[config.mk]
export PLATFORM = sky130hd
export DESIGN_NAME = rss_reset_sequencer
export DESIGN_NICKNAME = d
export VERILOG_FILES = /design/src/hdl/rss_pkg.sv /design/src/hdl/rss_timer_if.sv /design/src/hdl/rss_glitch_filter.sv /design/src/hdl/rss_reset_sequencer.sv /design/src/hdl/rss_tick_timer.sv
export VERILOG_INCLUDE_DIRS = /design/src /design/src/hdl
export SDC_FILE = /design/constraint.sdc
export NUM_CORES = 1
export LEC_CHECK = 0
export BUFFER_PORTS_ARGS = -buffer_cell sky130_fd_sc_hd__buf_4
export CAP_MARGIN = 15
export CORE_MARGIN = 10
export CORE_UTILIZATION = 40
export DETAILED_ROUTE_END_ITERATION = 12
export SLEW_MARGIN = 15
export SYNTH_ARGS = -nofsm -noshare
export SYNTH_HDL_FRONTEND = slang
export SYNTH_SLANG_ARGS = --single-unit
[constraint.sdc]
create_clock -name clk -period 2.6 [get_ports clk]
set_input_delay 0.65 -clock clk [delete_from_list [all_inputs] [get_ports clk]]
set_output_delay 0.65 -clock clk [all_outputs]
set_load 0.1 [all_outputs]
[src/hdl/rss_regs.svh]
// Constants of the reset source and time-out sequencer
`ifndef RSS_REGS_SVH
`define RSS_REGS_SVH

// System clock
`define RSS_CLK_MHZ 40

// Power-up timer: nominal time and the low-frequency oscillator that times it
`define RSS_POWER_UP_TIMER_TIME_MS 64
`define RSS_LF_OSC_HZ 31000
`define RSS_POWER_UP_TIMER_LF_CYCLES ((`RSS_POWER_UP_TIMER_TIME_MS * `RSS_LF_OSC_HZ) / 1000)

// Oscillator start-up timer, in oscillator cycles
`define RSS_OST_OSC_CYCLES 1024

// Reset pin glitch filter: least pulse width that resets
`define RSS_PIN_FILT_NS 2000
`define RSS_PIN_FILT_CYCLES ((`RSS_PIN_FILT_NS * `RSS_CLK_MHZ + 999) / 1000)

// Least brown-out duration that resets
`define RSS_BOR_MIN_NS 100
`define RSS_BOR_MIN_CYCLES ((`RSS_BOR_MIN_NS * `RSS_CLK_MHZ + 999) / 1000)

// Fuse encodings
`define RSS_PIN_IS_RESET 1'b1
`define RSS_POWER_UP_TIMER_FUSE_ON 1'b0
`define RSS_BOR_MODE_ALWAYS 2'b11
`define RSS_BOR_MODE_RUN_ONLY 2'b10
`define RSS_BOR_MODE_SOFT 2'b01
`define RSS_BOR_MODE_OFF 2'b00

// Reset values
`define RSS_SOFT_BROWN_OUT_ENABLE_RESET 1'b1
`define RSS_POR_FLAG_RESET 1'b0
`define RSS_BOR_FLAG_RESET 1'b0
`define RSS_TO_FLAG_RESET 1'b1
`define RSS_PD_FLAG_RESET 1'b1
`define RSS_CTRL_RESET 8'h00

`endif

[src/hdl/rss_pkg.sv]
// Types of the reset source and time-out sequencer
package rss_pkg;
	typedef enum logic [2:0] {
		RSS_CAUSE_NONE,
		RSS_CAUSE_POWER_ON,
		RSS_CAUSE_BROWN_OUT,
		RSS_CAUSE_WDT_RUN,
		RSS_CAUSE_WDT_SLEEP,
		RSS_CAUSE_PIN_RUN,
		RSS_CAUSE_PIN_SLEEP
	} rss_cause_t;

	typedef enum logic [1:0] {
		RSS_SEQ_HOLD,
		RSS_SEQ_POWER_UP_TIMER,
		RSS_SEQ_OST,
		RSS_SEQ_RUN
	} rss_seq_t;
endpackage

[src/hdl/rss_timer_if.sv]
// Control and status of one start-up timer
interface rss_timer_if;
	logic clear;
	logic tick;
	logic done;
	modport ctl (output clear, output tick, input done);
	modport tmr (input clear, input tick, output done);
endinterface

[src/hdl/rss_glitch_filter.sv]
// Passes a high level only once it has held for a least number of cycles; a low level passes at once
module rss_glitch_filter #(
	parameter int CYCLES = 4
) (
	input wire logic clk,
	input wire logic rst_b,
	input wire logic raw,
	output logic clean
);
	localparam int W = $clog2(CYCLES + 1);
	localparam logic [W-1:0] LIMIT = W'(CYCLES);

	if (CYCLES < 1) begin : g_chk
		$error("rss_glitch_filter: CYCLES must be at least 1");
	end

	logic [W-1:0] count;
	wire held = (count == LIMIT);

	always_ff @(posedge clk or negedge rst_b) begin
		if (!rst_b) begin
			count <= '0;
			clean <= 1'b0;
		end else begin
			count <= !raw ? '0 : (held ? count : count + W'(1));
			clean <= raw && held;
		end
	end
endmodule

[src/hdl/rss_reset_sequencer.sv]
// Reset source merge, start-up time-out sequencer and reset status flags
//
// Contract
// - Keep the six reset causes apart
// - Defined registers load on resets, not WDT wake
// - Retained registers are never initialised
// - Reset pin filter rejects short glitches
// - Watchdog reset never drives the pin
// - Pin fuse selects reset input or digital input
// - Internal reset option leaves programming mode alone
// - Power-up timer runs only after power-on or brown-out
// - Power-up timer counts low-frequency oscillator ticks
// - Chip held in reset while power-up timer runs
// - Power-up timer fuse 1 bypasses, 0 uses
// - Mode 01: software bit gates brown-out
// - Mode 10: brown-out off in sleep, bit ignored
// - Mode fuses: 11 on, 10 run, 01 soft, 00 off
// - Brown-out resets only after minimum duration
// - Stay in reset until supply recovers, then timer
// - Brown-out during timer restarts it fully
// - Power-on, then power-up timer, then start-up timer
// - External clock without timer: no time-out
// - Time-outs run from power-on regardless of pin
// - Two-speed or fail-safe runs code during start-up timer
// - Power-on flag cleared by power-on only
`include "rss_regs.svh"

module rss_reset_sequencer
	import rss_pkg::*;
#(
	parameter int POWER_UP_TIMER_LF_CYCLES = `RSS_POWER_UP_TIMER_LF_CYCLES,
	parameter int OST_OSC_CYCLES = `RSS_OST_OSC_CYCLES,
	parameter int PIN_FILT_CYCLES = `RSS_PIN_FILT_CYCLES,
	parameter int BOR_MIN_CYCLES = `RSS_BOR_MIN_CYCLES
) (
	input wire logic clk,
	input wire logic rst_b,
	input wire logic power_on_detect,
	input wire logic supply_below_threshold,
	input wire logic master_clear_pin_in,
	output logic master_clear_pin_out,
	output logic master_clear_pin_oe,
	input wire logic reset_pin_select_fuse,
	input wire logic power_up_timer_fuse,
	input wire logic [1:0] brown_out_mode_fuses,
	input wire logic external_clock_mode,
	input wire logic two_speed_fuse,
	input wire logic fail_safe_fuse,
	input wire logic lf_osc_tick,
	input wire logic osc_cycle_tick,
	input wire logic sleep_active,
	input wire logic watchdog_timer_fire,
	input wire logic sleep_cmd,
	input wire logic clear_wdt_cmd,
	input wire logic soft_brown_out_wr,
	input wire logic soft_brown_out_wdata,
	input wire logic power_on_flag_set,
	input wire logic brown_out_flag_set,
	input wire logic prog_mode_req,
	input wire logic ctrl_wr,
	input wire logic [7:0] ctrl_wdata,
	input wire logic retain_wr,
	input wire logic [7:0] retain_wdata,
	output logic chip_reset,
	output logic cpu_run,
	output logic wdt_wake,
	output logic pin_digital_in,
	output logic pin_pullup_en,
	output logic brown_out_detect_en,
	output logic soft_brown_out_enable,
	output logic power_on_flag,
	output logic brown_out_flag,
	output logic timeout_flag,
	output logic power_down_flag,
	output rss_cause_t reset_cause,
	output rss_seq_t seq_state,
	output logic prog_mode,
	output logic [7:0] ctrl_q,
	output logic [7:0] retain_q
);
	rss_seq_t state;
	rss_seq_t next_state;
	rss_timer_if power_up_timer_if ();
	rss_timer_if ost_if ();

	// Pin role and glitch filter
	wire pin_is_reset = (reset_pin_select_fuse == `RSS_PIN_IS_RESET);
	wire pin_low_raw = pin_is_reset && !master_clear_pin_in;
	logic pin_reset;
	logic pin_reset_d;

	rss_glitch_filter #(
		.CYCLES(PIN_FILT_CYCLES)
	) u_pin_filter (
		.clk(clk),
		.rst_b(rst_b),
		.raw(pin_low_raw),
		.clean(pin_reset)
	);

	wire pin_event = pin_reset && !pin_reset_d;

	// Brown-out enable decode
	wire mode_always = (brown_out_mode_fuses == `RSS_BOR_MODE_ALWAYS);
	wire mode_run = (brown_out_mode_fuses == `RSS_BOR_MODE_RUN_ONLY);
	wire mode_soft = (brown_out_mode_fuses == `RSS_BOR_MODE_SOFT);
	wire bor_run_en = mode_run && !sleep_active;
	wire bor_soft_en = mode_soft && soft_brown_out_enable;
	wire bor_en = mode_always || bor_run_en || bor_soft_en;
	wire bor_low_raw = bor_en && supply_below_threshold;
	logic bor_trip;

	rss_glitch_filter #(
		.CYCLES(BOR_MIN_CYCLES)
	) u_bor_filter (
		.clk(clk),
		.rst_b(rst_b),
		.raw(bor_low_raw),
		.clean(bor_trip)
	);

	// A brown-out event restarts the sequence; a raw dip alone only holds it
	wire bor_event = bor_trip && state != RSS_SEQ_HOLD;
	wire por_event = power_on_detect;
	wire hold_cond = power_on_detect || bor_low_raw;

	// Watchdog: wake in sleep, reset while running
	wire wdt_reset_event = watchdog_timer_fire && !sleep_active;
	wire wdt_wake_event = watchdog_timer_fire && sleep_active;

	// Start-up timers
	wire power_up_timer_used = (power_up_timer_fuse == `RSS_POWER_UP_TIMER_FUSE_ON);
	wire ost_used = !external_clock_mode;
	wire early_run = two_speed_fuse || fail_safe_fuse;

	assign power_up_timer_if.clear = (state != RSS_SEQ_POWER_UP_TIMER);
	assign power_up_timer_if.tick = lf_osc_tick;
	assign ost_if.clear = (state != RSS_SEQ_OST);
	assign ost_if.tick = osc_cycle_tick;

	rss_tick_timer #(
		.LIMIT(POWER_UP_TIMER_LF_CYCLES)
	) u_power_up_timer (
		.clk(clk),
		.rst_b(rst_b),
		.tif(power_up_timer_if.tmr)
	);

	rss_tick_timer #(
		.LIMIT(OST_OSC_CYCLES)
	) u_ost (
		.clk(clk),
		.rst_b(rst_b),
		.tif(ost_if.tmr)
	);

	// Sequence: only power-on and brown-out enter the hold state,
	// so pin and watchdog resets never rerun the timers
	always_comb begin
		next_state = state;
		case (state)
			RSS_SEQ_HOLD: begin
				if (!hold_cond) begin
					if (power_up_timer_used) begin
						next_state = RSS_SEQ_POWER_UP_TIMER;
					end else if (ost_used) begin
						next_state = RSS_SEQ_OST;
					end else begin
						next_state = RSS_SEQ_RUN;
					end
				end
			end
			RSS_SEQ_POWER_UP_TIMER: begin
				if (por_event || bor_event) begin
					next_state = RSS_SEQ_HOLD;
				end else if (power_up_timer_if.done) begin
					next_state = ost_used ? RSS_SEQ_OST : RSS_SEQ_RUN;
				end
			end
			RSS_SEQ_OST: begin
				if (por_event || bor_event) begin
					next_state = RSS_SEQ_HOLD;
				end else if (ost_if.done) begin
					next_state = RSS_SEQ_RUN;
				end
			end
			RSS_SEQ_RUN: begin
				if (por_event || bor_event) begin
					next_state = RSS_SEQ_HOLD;
				end
			end
			default: begin
				next_state = RSS_SEQ_HOLD;
			end
		endcase
	end

	// Merged reset: the sequence and the pin run independently, so a pin
	// held past the time-outs releases the chip at once
	wire seq_busy = (next_state != RSS_SEQ_RUN) &&
		!(next_state == RSS_SEQ_OST && early_run);
	wire next_chip_reset = seq_busy || pin_reset || wdt_reset_event;

	always_ff @(posedge clk or negedge rst_b) begin
		if (!rst_b) begin
			state <= RSS_SEQ_HOLD;
			chip_reset <= 1'b1;
			pin_reset_d <= 1'b0;
			wdt_wake <= 1'b0;
		end else begin
			state <= next_state;
			chip_reset <= next_chip_reset;
			pin_reset_d <= pin_reset;
			wdt_wake <= wdt_wake_event;
		end
	end

	assign cpu_run = !chip_reset;
	assign seq_state = state;

	// Pin drive: the watchdog reset stays inside the chip
	assign master_clear_pin_out = 1'b0;
	assign master_clear_pin_oe = 1'b0;

	always_ff @(posedge clk or negedge rst_b) begin
		if (!rst_b) begin
			pin_digital_in <= 1'b0;
			pin_pullup_en <= 1'b0;
			brown_out_detect_en <= 1'b0;
			prog_mode <= 1'b0;
		end else begin
			pin_digital_in <= !pin_is_reset && master_clear_pin_in;
			pin_pullup_en <= pin_is_reset;
			brown_out_detect_en <= bor_en;
			prog_mode <= prog_mode_req;
		end
	end

	// Cause of the last reset or wake
	rss_cause_t next_cause;

	always_comb begin
		next_cause = reset_cause;
		if (por_event) begin
			next_cause = RSS_CAUSE_POWER_ON;
		end else if (bor_event) begin
			next_cause = RSS_CAUSE_BROWN_OUT;
		end else if (wdt_reset_event) begin
			next_cause = RSS_CAUSE_WDT_RUN;
		end else if (wdt_wake_event) begin
			next_cause = RSS_CAUSE_WDT_SLEEP;
		end else if (pin_event && sleep_active) begin
			next_cause = RSS_CAUSE_PIN_SLEEP;
		end else if (pin_event) begin
			next_cause = RSS_CAUSE_PIN_RUN;
		end
	end

	always_ff @(posedge clk or negedge rst_b) begin
		if (!rst_b) begin
			reset_cause <= RSS_CAUSE_POWER_ON;
		end else begin
			reset_cause <= next_cause;
		end
	end

	// Timeout and power-down flags
	logic next_to;
	logic next_pd;

	always_comb begin
		next_to = timeout_flag;
		next_pd = power_down_flag;
		if (por_event || bor_event) begin
			next_to = 1'b1;
			next_pd = 1'b1;
		end else if (wdt_reset_event) begin
			next_to = 1'b0;
		end else if (wdt_wake_event) begin
			next_to = 1'b0;
			next_pd = 1'b0;
		end else if (pin_event && sleep_active) begin
			next_to = 1'b1;
			next_pd = 1'b0;
		end else if (sleep_cmd) begin
			next_to = 1'b1;
			next_pd = 1'b0;
		end else if (clear_wdt_cmd) begin
			next_to = 1'b1;
			next_pd = 1'b1;
		end
	end

	always_ff @(posedge clk or negedge rst_b) begin
		if (!rst_b) begin
			timeout_flag <= `RSS_TO_FLAG_RESET;
			power_down_flag <= `RSS_PD_FLAG_RESET;
		end else begin
			timeout_flag <= next_to;
			power_down_flag <= next_pd;
		end
	end

	// Power control bits; a hardware clear outranks a software set
	always_ff @(posedge clk or negedge rst_b) begin
		if (!rst_b) begin
			power_on_flag <= `RSS_POR_FLAG_RESET;
			brown_out_flag <= `RSS_BOR_FLAG_RESET;
			soft_brown_out_enable <= `RSS_SOFT_BROWN_OUT_ENABLE_RESET;
		end else begin
			if (por_event) begin
				power_on_flag <= 1'b0;
			end else if (power_on_flag_set) begin
				power_on_flag <= 1'b1;
			end
			if (bor_event) begin
				brown_out_flag <= 1'b0;
			end else if (brown_out_flag_set) begin
				brown_out_flag <= 1'b1;
			end
			if (por_event || bor_event) begin
				soft_brown_out_enable <= `RSS_SOFT_BROWN_OUT_ENABLE_RESET;
			end else if (soft_brown_out_wr) begin
				soft_brown_out_enable <= soft_brown_out_wdata;
			end
		end
	end

	// Register with a defined reset state: loaded on every chip reset,
	// untouched by a watchdog wake since that raises no chip reset
	always_ff @(posedge clk or negedge rst_b) begin
		if (!rst_b) begin
			ctrl_q <= `RSS_CTRL_RESET;
		end else if (chip_reset) begin
			ctrl_q <= `RSS_CTRL_RESET;
		end else if (ctrl_wr) begin
			ctrl_q <= ctrl_wdata;
		end
	end

	// Retained register: no reset of any kind
	always_ff @(posedge clk) begin
		if (retain_wr) begin
			retain_q <= retain_wdata;
		end
	end
endmodule

[src/hdl/rss_tick_timer.sv]
// Counts ticks up to a limit while not cleared
module rss_tick_timer #(
	parameter int LIMIT = 1024
) (
	input wire logic clk,
	input wire logic rst_b,
	rss_timer_if.tmr tif
);
	localparam int W = $clog2(LIMIT + 1);
	localparam logic [W-1:0] TOP = W'(LIMIT);

	if (LIMIT < 1) begin : g_chk
		$error("rss_tick_timer: LIMIT must be at least 1");
	end

	logic [W-1:0] count;

	always_ff @(posedge clk or negedge rst_b) begin
		if (!rst_b) begin
			count <= '0;
		end else if (tif.clear) begin
			count <= '0;
		end else if (tif.tick && count != TOP) begin
			count <= count + W'(1);
		end
	end

	assign tif.done = (count == TOP);
endmodule

==> flow_summary.toml, run 1 <==
[outcome]
run_status = "finished, final reports clean"

[clock_network]
ctsResizeCount = 0
cts_max_level = 3
clkSlewWorstSetupHoldPaths_ns = 0.07
cts_buffers = 9
cts-root-buf = "sky130_fd_sc_hd__clkbuf_8"
insertion_delay_ns = 0.34
post_cts_hold_buffer_count = 0
clk_path_buf_depth = 2
clock_sink_count = 67
tritoncts = "done"
cts.repair_timing.setup_buffer_count = 0

[pwr]
sw_frac_of_total = 0.321
p_int_uw = 1780
clock_power_share = 0.347
power.density_cell_area_nw_per_um2 = 676
power.switching_uw = 841
seq_power_share = 0.440
power.static_leakage_uw = 0.00178
power.combinational.fraction = 0.213
ir_worst_vdd_uv = 330

[worst_setup_path]
logic_depth_of_the_worst_register_to_register_path = 4
worstSetupEndpoint = "chip_reset"
cp_cell_sequence = "or4_4, or4_4, a311oi_2, o31ai_1"
timing.critical_path.arrival_ns = 2.26
r2r_start = "u_power_up_timer.count[5]"
timing.critical_path.slowest_stage_cell = "sky130_fd_sc_hd__or4_4"
cpPeakStageDelay_ns = 0.58
startpoint = "u_power_up_timer.count[5]"
setup.worst_path.start_class = "flop"
cp_max_fo = 5
timing.setup.critical_path_class = "flop to flop"
crit_buf_inv = 0
crit_path_required_time_ns = 2.85
cell_family_with_the_largest_share_of_critical_path_delay = "simple AND/OR/NAND/NOR gates"
critical_path_cell_count = 4
critical_path.reg2reg.endpoint = "chip_reset"
r2r_setup_slack_ns = 0.59
crit_path_frequent_cell = "sky130_fd_sc_hd__or4_4"
worst_setup_path_end_kind = "flop"

[timing]
rsz0062_at_grt = "false"
slew-limit-headroom = 0.503
setup_viol = 0
timing.clock.skew_ns = 0.0131
max_slew.worst_pin.slew_ns = 0.745
hold_ws_ns = 0.384
post-route-min-period_ns = 2.01
layout_worst_path_cycle_share = 0.772
final.setup.tns_ns = 0
final-hold-violation-count = 0
slew_violations = 0
max_freq_mhz = 498
layout_setup_ws_ns = 0.593

[global_routing]
number_of_antenna_violations_at_the_first_check_in_global_routing = 0
grt_pass1_wl_um = 10600
grt.met1_usage = 0.156
global_routing_met2_resource_utilization = 0.157
grt.busiest_layer = "met2"
globalRouteOverflowTotal = 0
gr-usage-all-layers = 0.114
maximum_number_of_pins_on_one_net_before_global_route_repair = 60
grt_pass1_vias = 2203
grt.met3_usage = 0.0383

[detailed_routing]
first_iter_violations = 71
ant_nets = 0
detailedRoute.firstPassIterationCount = 4
routed_via_density = 4.81
route.final.wire_length_um = 6450
remaining_drc_errors = 0
detailroute.via_count = 2209
wire_per_inst_um = 14.1

[cells_and_area]
post_route_cells_drive_above_1_share = 0.272
syn2layout_area_growth_pct = 27.9
final_cell_count_no_fill = 459
num-fill-cells = 647
multi_input_area_um2 = 1230
layout.nets = 404
sequential_cell_area_um2 = 1720
antenna_cells_inserted = 0

[synth]
synth_largest_area_cell = "sky130_fd_sc_hd__dfrtp_1"
ys_seq_area_frac = 0.568
main_area_contributors_after_synthesis = "sky130_fd_sc_hd__dfrtp_1 (45%), sky130_fd_sc_hd__edfxtp_1 (7.9%), sky130_fd_sc_hd__nor2_1 (5.6%)"
yosysWarnings = 0
synth_edf_count = 8
synth_largest_type_area_fraction = 0.446
synth_flop_cell = "sky130_fd_sc_hd__dfrtp_1"
synth.top_cells.by_count = "sky130_fd_sc_hd__dfrtp_1 (54), sky130_fd_sc_hd__nor2_1 (45), sky130_fd_sc_hd__nand2_1 (16)"
synthCells = 278
async_set_or_reset_register_ratio_after_synthesis = 0.881
synth_most_common_cell = "sky130_fd_sc_hd__dfrtp_1"
yosysUniqueCellTypes = 44
synthesis.area_per_instance_um2 = 10.9
ys_seq_elements = 67
syn-cell-area_um2 = 3030

[job]
drv_cap = 0

[placed_design]
dp.cells = 443
port-buffer-count = 73
place_ws_ns = 0.422
gpl_wtd_cong = 0.815
place.detailed.hpwl_um = 4710

[floorplanning]
chipHeight_um = 107
die_area_um2 = 11500
core-area_um2 = 7330
floorplan.initialDensity = 0.414
die_w_um = 107
io_pins = 76
row_count = 31

[worst_hold_path]
hold_crit_class = "primary input to asynchronous set/reset pin"
==> worst min path at each step <==
stage                                  start               endpoint  slack (ns)  cells after the start
final                                  rst_b              ctrl_q[0]        0.38                      1
after global routing           prog_mode_req              prog_mode        0.41                      1
after CTS                              rst_b  u_bor_filter.count[2]        0.40                      1
after detailed placement  u_pin_filter.clean            pin_reset_d        0.43                      0
after global placement    u_pin_filter.clean            pin_reset_d        0.44                      0
after floorplan                        rst_b    brown_out_detect_en        0.35                      0
==> area by class of cell <==
type	count	area share
inverter	12	0.0116
clock inverter	7	0.0213
timing repair buffer	73	0.141
clock buffer	9	0.0320
multi-input combinational	192	0.317
sequential	67	0.444
tap	99	0.0320
==> layout by cell type, fill, tap and decap left out, drive strengths merged, types with 5 or more instances in the layout <==
cell,n
edfxtp,8
inv,12
clkbuf,9
nand4,8
buf,73
and3,6
nor3,5
dfstp,5
nand3,8
ha,8
a21oi,6
xor2,14
o31ai,5
xnor2,9
nor2,45
o21ai,6
nand2,16
dfrtp,54
mux2i,12
==> worst register-to-register path, stage by stage, from the launching register on <==
cell,delay [ns]
sky130_fd_sc_hd__dfrtp_1,0.43
sky130_fd_sc_hd__or4_4,0.58
sky130_fd_sc_hd__or4_4,0.53
sky130_fd_sc_hd__a311oi_2,0.28
sky130_fd_sc_hd__o31ai_1,0.10
==> cells by family after synthesis <==
group / synth area share
simple gates: 0.198
other cells: 0.00124
fa+ha+maj: 0.0330
compound gates: 0.0665
buf+inv: 0.0272
mux: 0.0396
flops: 0.568
xor+xnor: 0.0664
==> flip-flops by register name (all words and copies together) (netlist names) <==
name and count:
pin_digital_in 1, timeout_flag 1, soft_brown_out_enable 1, brown_out_flag 1, u_bor_filter.count 3, u_bor_filter.clean 1
chip_reset 1, pin_pullup_en 1, pin_reset_d 1, power_on_flag 1, wdt_wake 1, seq_state 2
ctrl_q 8, reset_cause 3, prog_mode 1, brown_out_detect_en 1, u_pin_filter.count 7, u_power_up_timer.count 11
u_ost.count 11, retain_q 8, u_pin_filter.clean 1, power_down_flag 1
==> metal layers <==
metal,vias up,wire length [um],share of wire
met5,-,0,0
met1,1013,3320,0.51
met3,8,445,0.069
met2,69,2610,0.40
met4,0,79,0.012
li1,1119,-,-
==> through the flow <==
step | power, uW | cell area [um^2] | util
after floorplan | 1570 | 3040 | -
after global placement | 1730 | 3670 | 0.501
after detailed placement | 1740 | 3670 | 0.501
after CTS | 2650 | 3880 | 0.529
after global routing | 2740 | 3880 | 0.529
final | 2620 | 3880 | 0.529
==> power by group through the flow <==
| stage | Sequential (uW) | Clock [uW] | Combinational (uW) |
|---|---|---|---|
| after global placement | 1170 | 0 | 564 |
| after detailed placement | 1170 | 0 | 567 |
| after floorplan | 1420 | 0 | 150 |
| final | 1150 | 909 | 559 |
| after CTS | 1150 | 935 | 567 |
| after global routing | 1160 | 983 | 595 |
Note: power is estimated with default switching activity, not from simulation.
==> run 2, diff against run 1 <==
==> constraint.sdc (replaced) <==
create_clock -name clk -period 2 [get_ports clk]
set_input_delay 0.5 -clock clk [delete_from_list [all_inputs] [get_ports clk]]
set_output_delay 0.5 -clock clk [all_outputs]
set_load 0.1 [all_outputs]
==> run 2 against run 1 <==
  * Combinational power grew 33%
  * Count of clock-buffer cells in the layout grew 5
  * Fmax grew 4.4%
  * Power grew 24%
  * Via count grew 2.9%
  * Flip-flop and latch count is the same
  * Clock skew shrank 0.0048 ns
  * Die area is the same
  * Largest cell class unchanged
  * Critical endpoint unchanged
  * Core utilization grew 0.48 points
==> flow_summary.toml, run 2 (synthesis results as in run 1) <==
[outcome]
run_status = "finished, final reports clean"

[floorplanning]
io_pins = 76
row_count = 31
chipHeight_um = 107
core-area_um2 = 7330
die_w_um = 107
floorplan.initialDensity = 0.414
die_area_um2 = 11500

[cells_and_area]
layout.nets = 409
layout_top_registers = "u_ost.count x11, u_power_up_timer.count x11"
mostFrequentLayoutCells = "sky130_fd_sc_hd__buf_4 (77), sky130_fd_sc_hd__dfrtp_1 (53), sky130_fd_sc_hd__nor2_1 (45), sky130_fd_sc_hd__nand2_1 (16), sky130_fd_sc_hd__xor2_1 (14)"
post_route_cells_drive_above_1_share = 0.293
final_cell_count_no_fill = 464
most_common_cell_after_layout_fill_and_taps_aside = "sky130_fd_sc_hd__buf_4"
syn2layout_area_growth_pct = 29.0
fin_area_um2 = 3910
antenna_cells_inserted = 0

[pwr]
power.density_cell_area_nw_per_um2 = 833
power.static_leakage_uw = 0.00180
ir_worst_vdd_uv = 413

[timing]
final.setup.tns_ns = 0
rsz0062_at_grt = "false"
setup_viol = 0
layout_setup_ws_ns = 0.0770
post-route-min-period_ns = 1.92
slew_violations = 0
final-hold-violation-count = 0
timing.clock.skew_ns = 0.00833
layout_worst_path_cycle_share = 0.962
max_freq_mhz = 520

[placed_design]
place_ws_ns = 0.0305
port-buffer-count = 73
placement.cell_area_um2 = 3730
dp.cells = 448
place.detailed.hpwl_um = 4990
gpl_wtd_cong = 0.837

[clock_network]
insertion_delay_ns = 0.33
clkSlewWorstSetupHoldPaths_ns = 0.07
cts_max_level = 3
post_cts_hold_buffer_count = 0
tritoncts = "done"
cts.repair_timing.setup_buffer_count = 0
cts-root-buf = "sky130_fd_sc_hd__clkbuf_8"
clock_sink_count = 67
cts_buffers = 9
ctsResizeCount = 0
clk_path_buf_depth = 2

[worst_setup_path]
timing.critical_path.arrival_ns = 2.18
setup.worst_path.start_class = "flop"
cp_max_fo = 4
timing.setup.critical_path_class = "flop to flop"
crit_path_frequent_cell = "sky130_fd_sc_hd__or4_4"
cell_family_with_the_largest_share_of_critical_path_delay = "simple AND/OR/NAND/NOR gates"
crit_buf_inv = 0
r2r_start = "u_power_up_timer.count[3]"
cpPeakStageDelay_ns = 0.55
startpoint = "u_power_up_timer.count[3]"
worst_setup_path_end_kind = "flop"
timing.critical_path.slowest_stage_cell = "sky130_fd_sc_hd__or4_4"
cp_cell_sequence = "or4_4, or4_4, a311oi_2, o31ai_1"
crit_path_required_time_ns = 2.26

[global_routing]
globalRouteOverflowTotal = 0
gr-usage-all-layers = 0.118
maximum_number_of_pins_on_one_net_before_global_route_repair = 35
grt_pass1_vias = 2246
number_of_antenna_violations_at_the_first_check_in_global_routing = 0
grt_pass1_wl_um = 11000

[detailed_routing]
routed_via_density = 4.90
ant_nets = 0
remaining_drc_errors = 0
route.final.wire_length_um = 6480
wire_per_inst_um = 14.0
detailedRoute.firstPassIterationCount = 4
detailroute.via_count = 2274
first_iter_violations = 103

[job]
drv_cap = 0

[worst_hold_path]
hold_crit_class = "primary input to asynchronous set/reset pin"
run 2: changes by cell type in the layout (fill, tap and decap cells not counted), moves of 2 or more:
cell,change
sky130_fd_sc_hd__bufinv_16,-2
sky130_fd_sc_hd__clkbuf_1,+2
sky130_fd_sc_hd__clkbuf_8,+3
sky130_fd_sc_hd__clkinv_1,-4
sky130_fd_sc_hd__buf_4,+4
sky130_fd_sc_hd__clkinv_2,+2
run 2: stage by stage:
| step | power, uW | hold WS, ns | utilization |
|---|---|---|---|
| after floorplan | 2050 | 0.204 | - |
| after global placement | 2270 | 0.439 | 0.509 |
| after detailed placement | 2280 | 0.452 | 0.509 |
| after CTS | 3300 | 0.119 | 0.534 |
| after global routing | 3430 | 0.129 | 0.534 |
| final | 3260 | 0.106 | 0.534 |
run 2: layout make-up:
| class | count | area, um^2 |
|---|---|---|
| Clock buffer | 14 | 173 |
| Clock inverter | 2 | 10.0 |
| Fill cell | 677 | 3420 |
| Inverter | 12 | 48.8 |
| Multi-Input combinational cell | 192 | 1230 |
| Sequential cell | 67 | 1730 |
| Tap cell | 99 | 124 |
| Timing Repair Buffer | 78 | 598 |
run 2: worst reg2reg max path: stages (launching register included):
cell                       delay (ns)
sky130_fd_sc_hd__dfrtp_1         0.41
sky130_fd_sc_hd__or4_4           0.55
sky130_fd_sc_hd__or4_4           0.53
sky130_fd_sc_hd__a311oi_2        0.26
sky130_fd_sc_hd__o31ai_1         0.10
run 2: worst paths after layout:
check / end / slack, ns / depth (start not counted)
worst max-delay path: chip_reset / 0.08 / 4
worst min-delay path: prog_mode / 0.11 / 1
worst max register to register: chip_reset / 0.08 / 4
worst min register to register: pin_reset_d / 0.45 / 0
max in group asynchronous: soft_brown_out_enable / 1.33 / 2
min in group clk: prog_mode / 0.27 / 1
run 2: power by group:
group | switching, uW | total, uW | internal (uW)
Combinational | 546 | 744 | 198
Sequential | 53.7 | 1500 | 1450
Clock | 465 | 1010 | 549
run 2: layer usage:
metal	global-route usage	wire length [um]	part of all wire	vias up
li1	-	-	-	1123
met1	0.157	3230	0.50	1074
met2	0.171	2750	0.42	69
met3	0.0425	433	0.067	8
met4	0.0464	68	0.010	0
met5	0	0	0	-
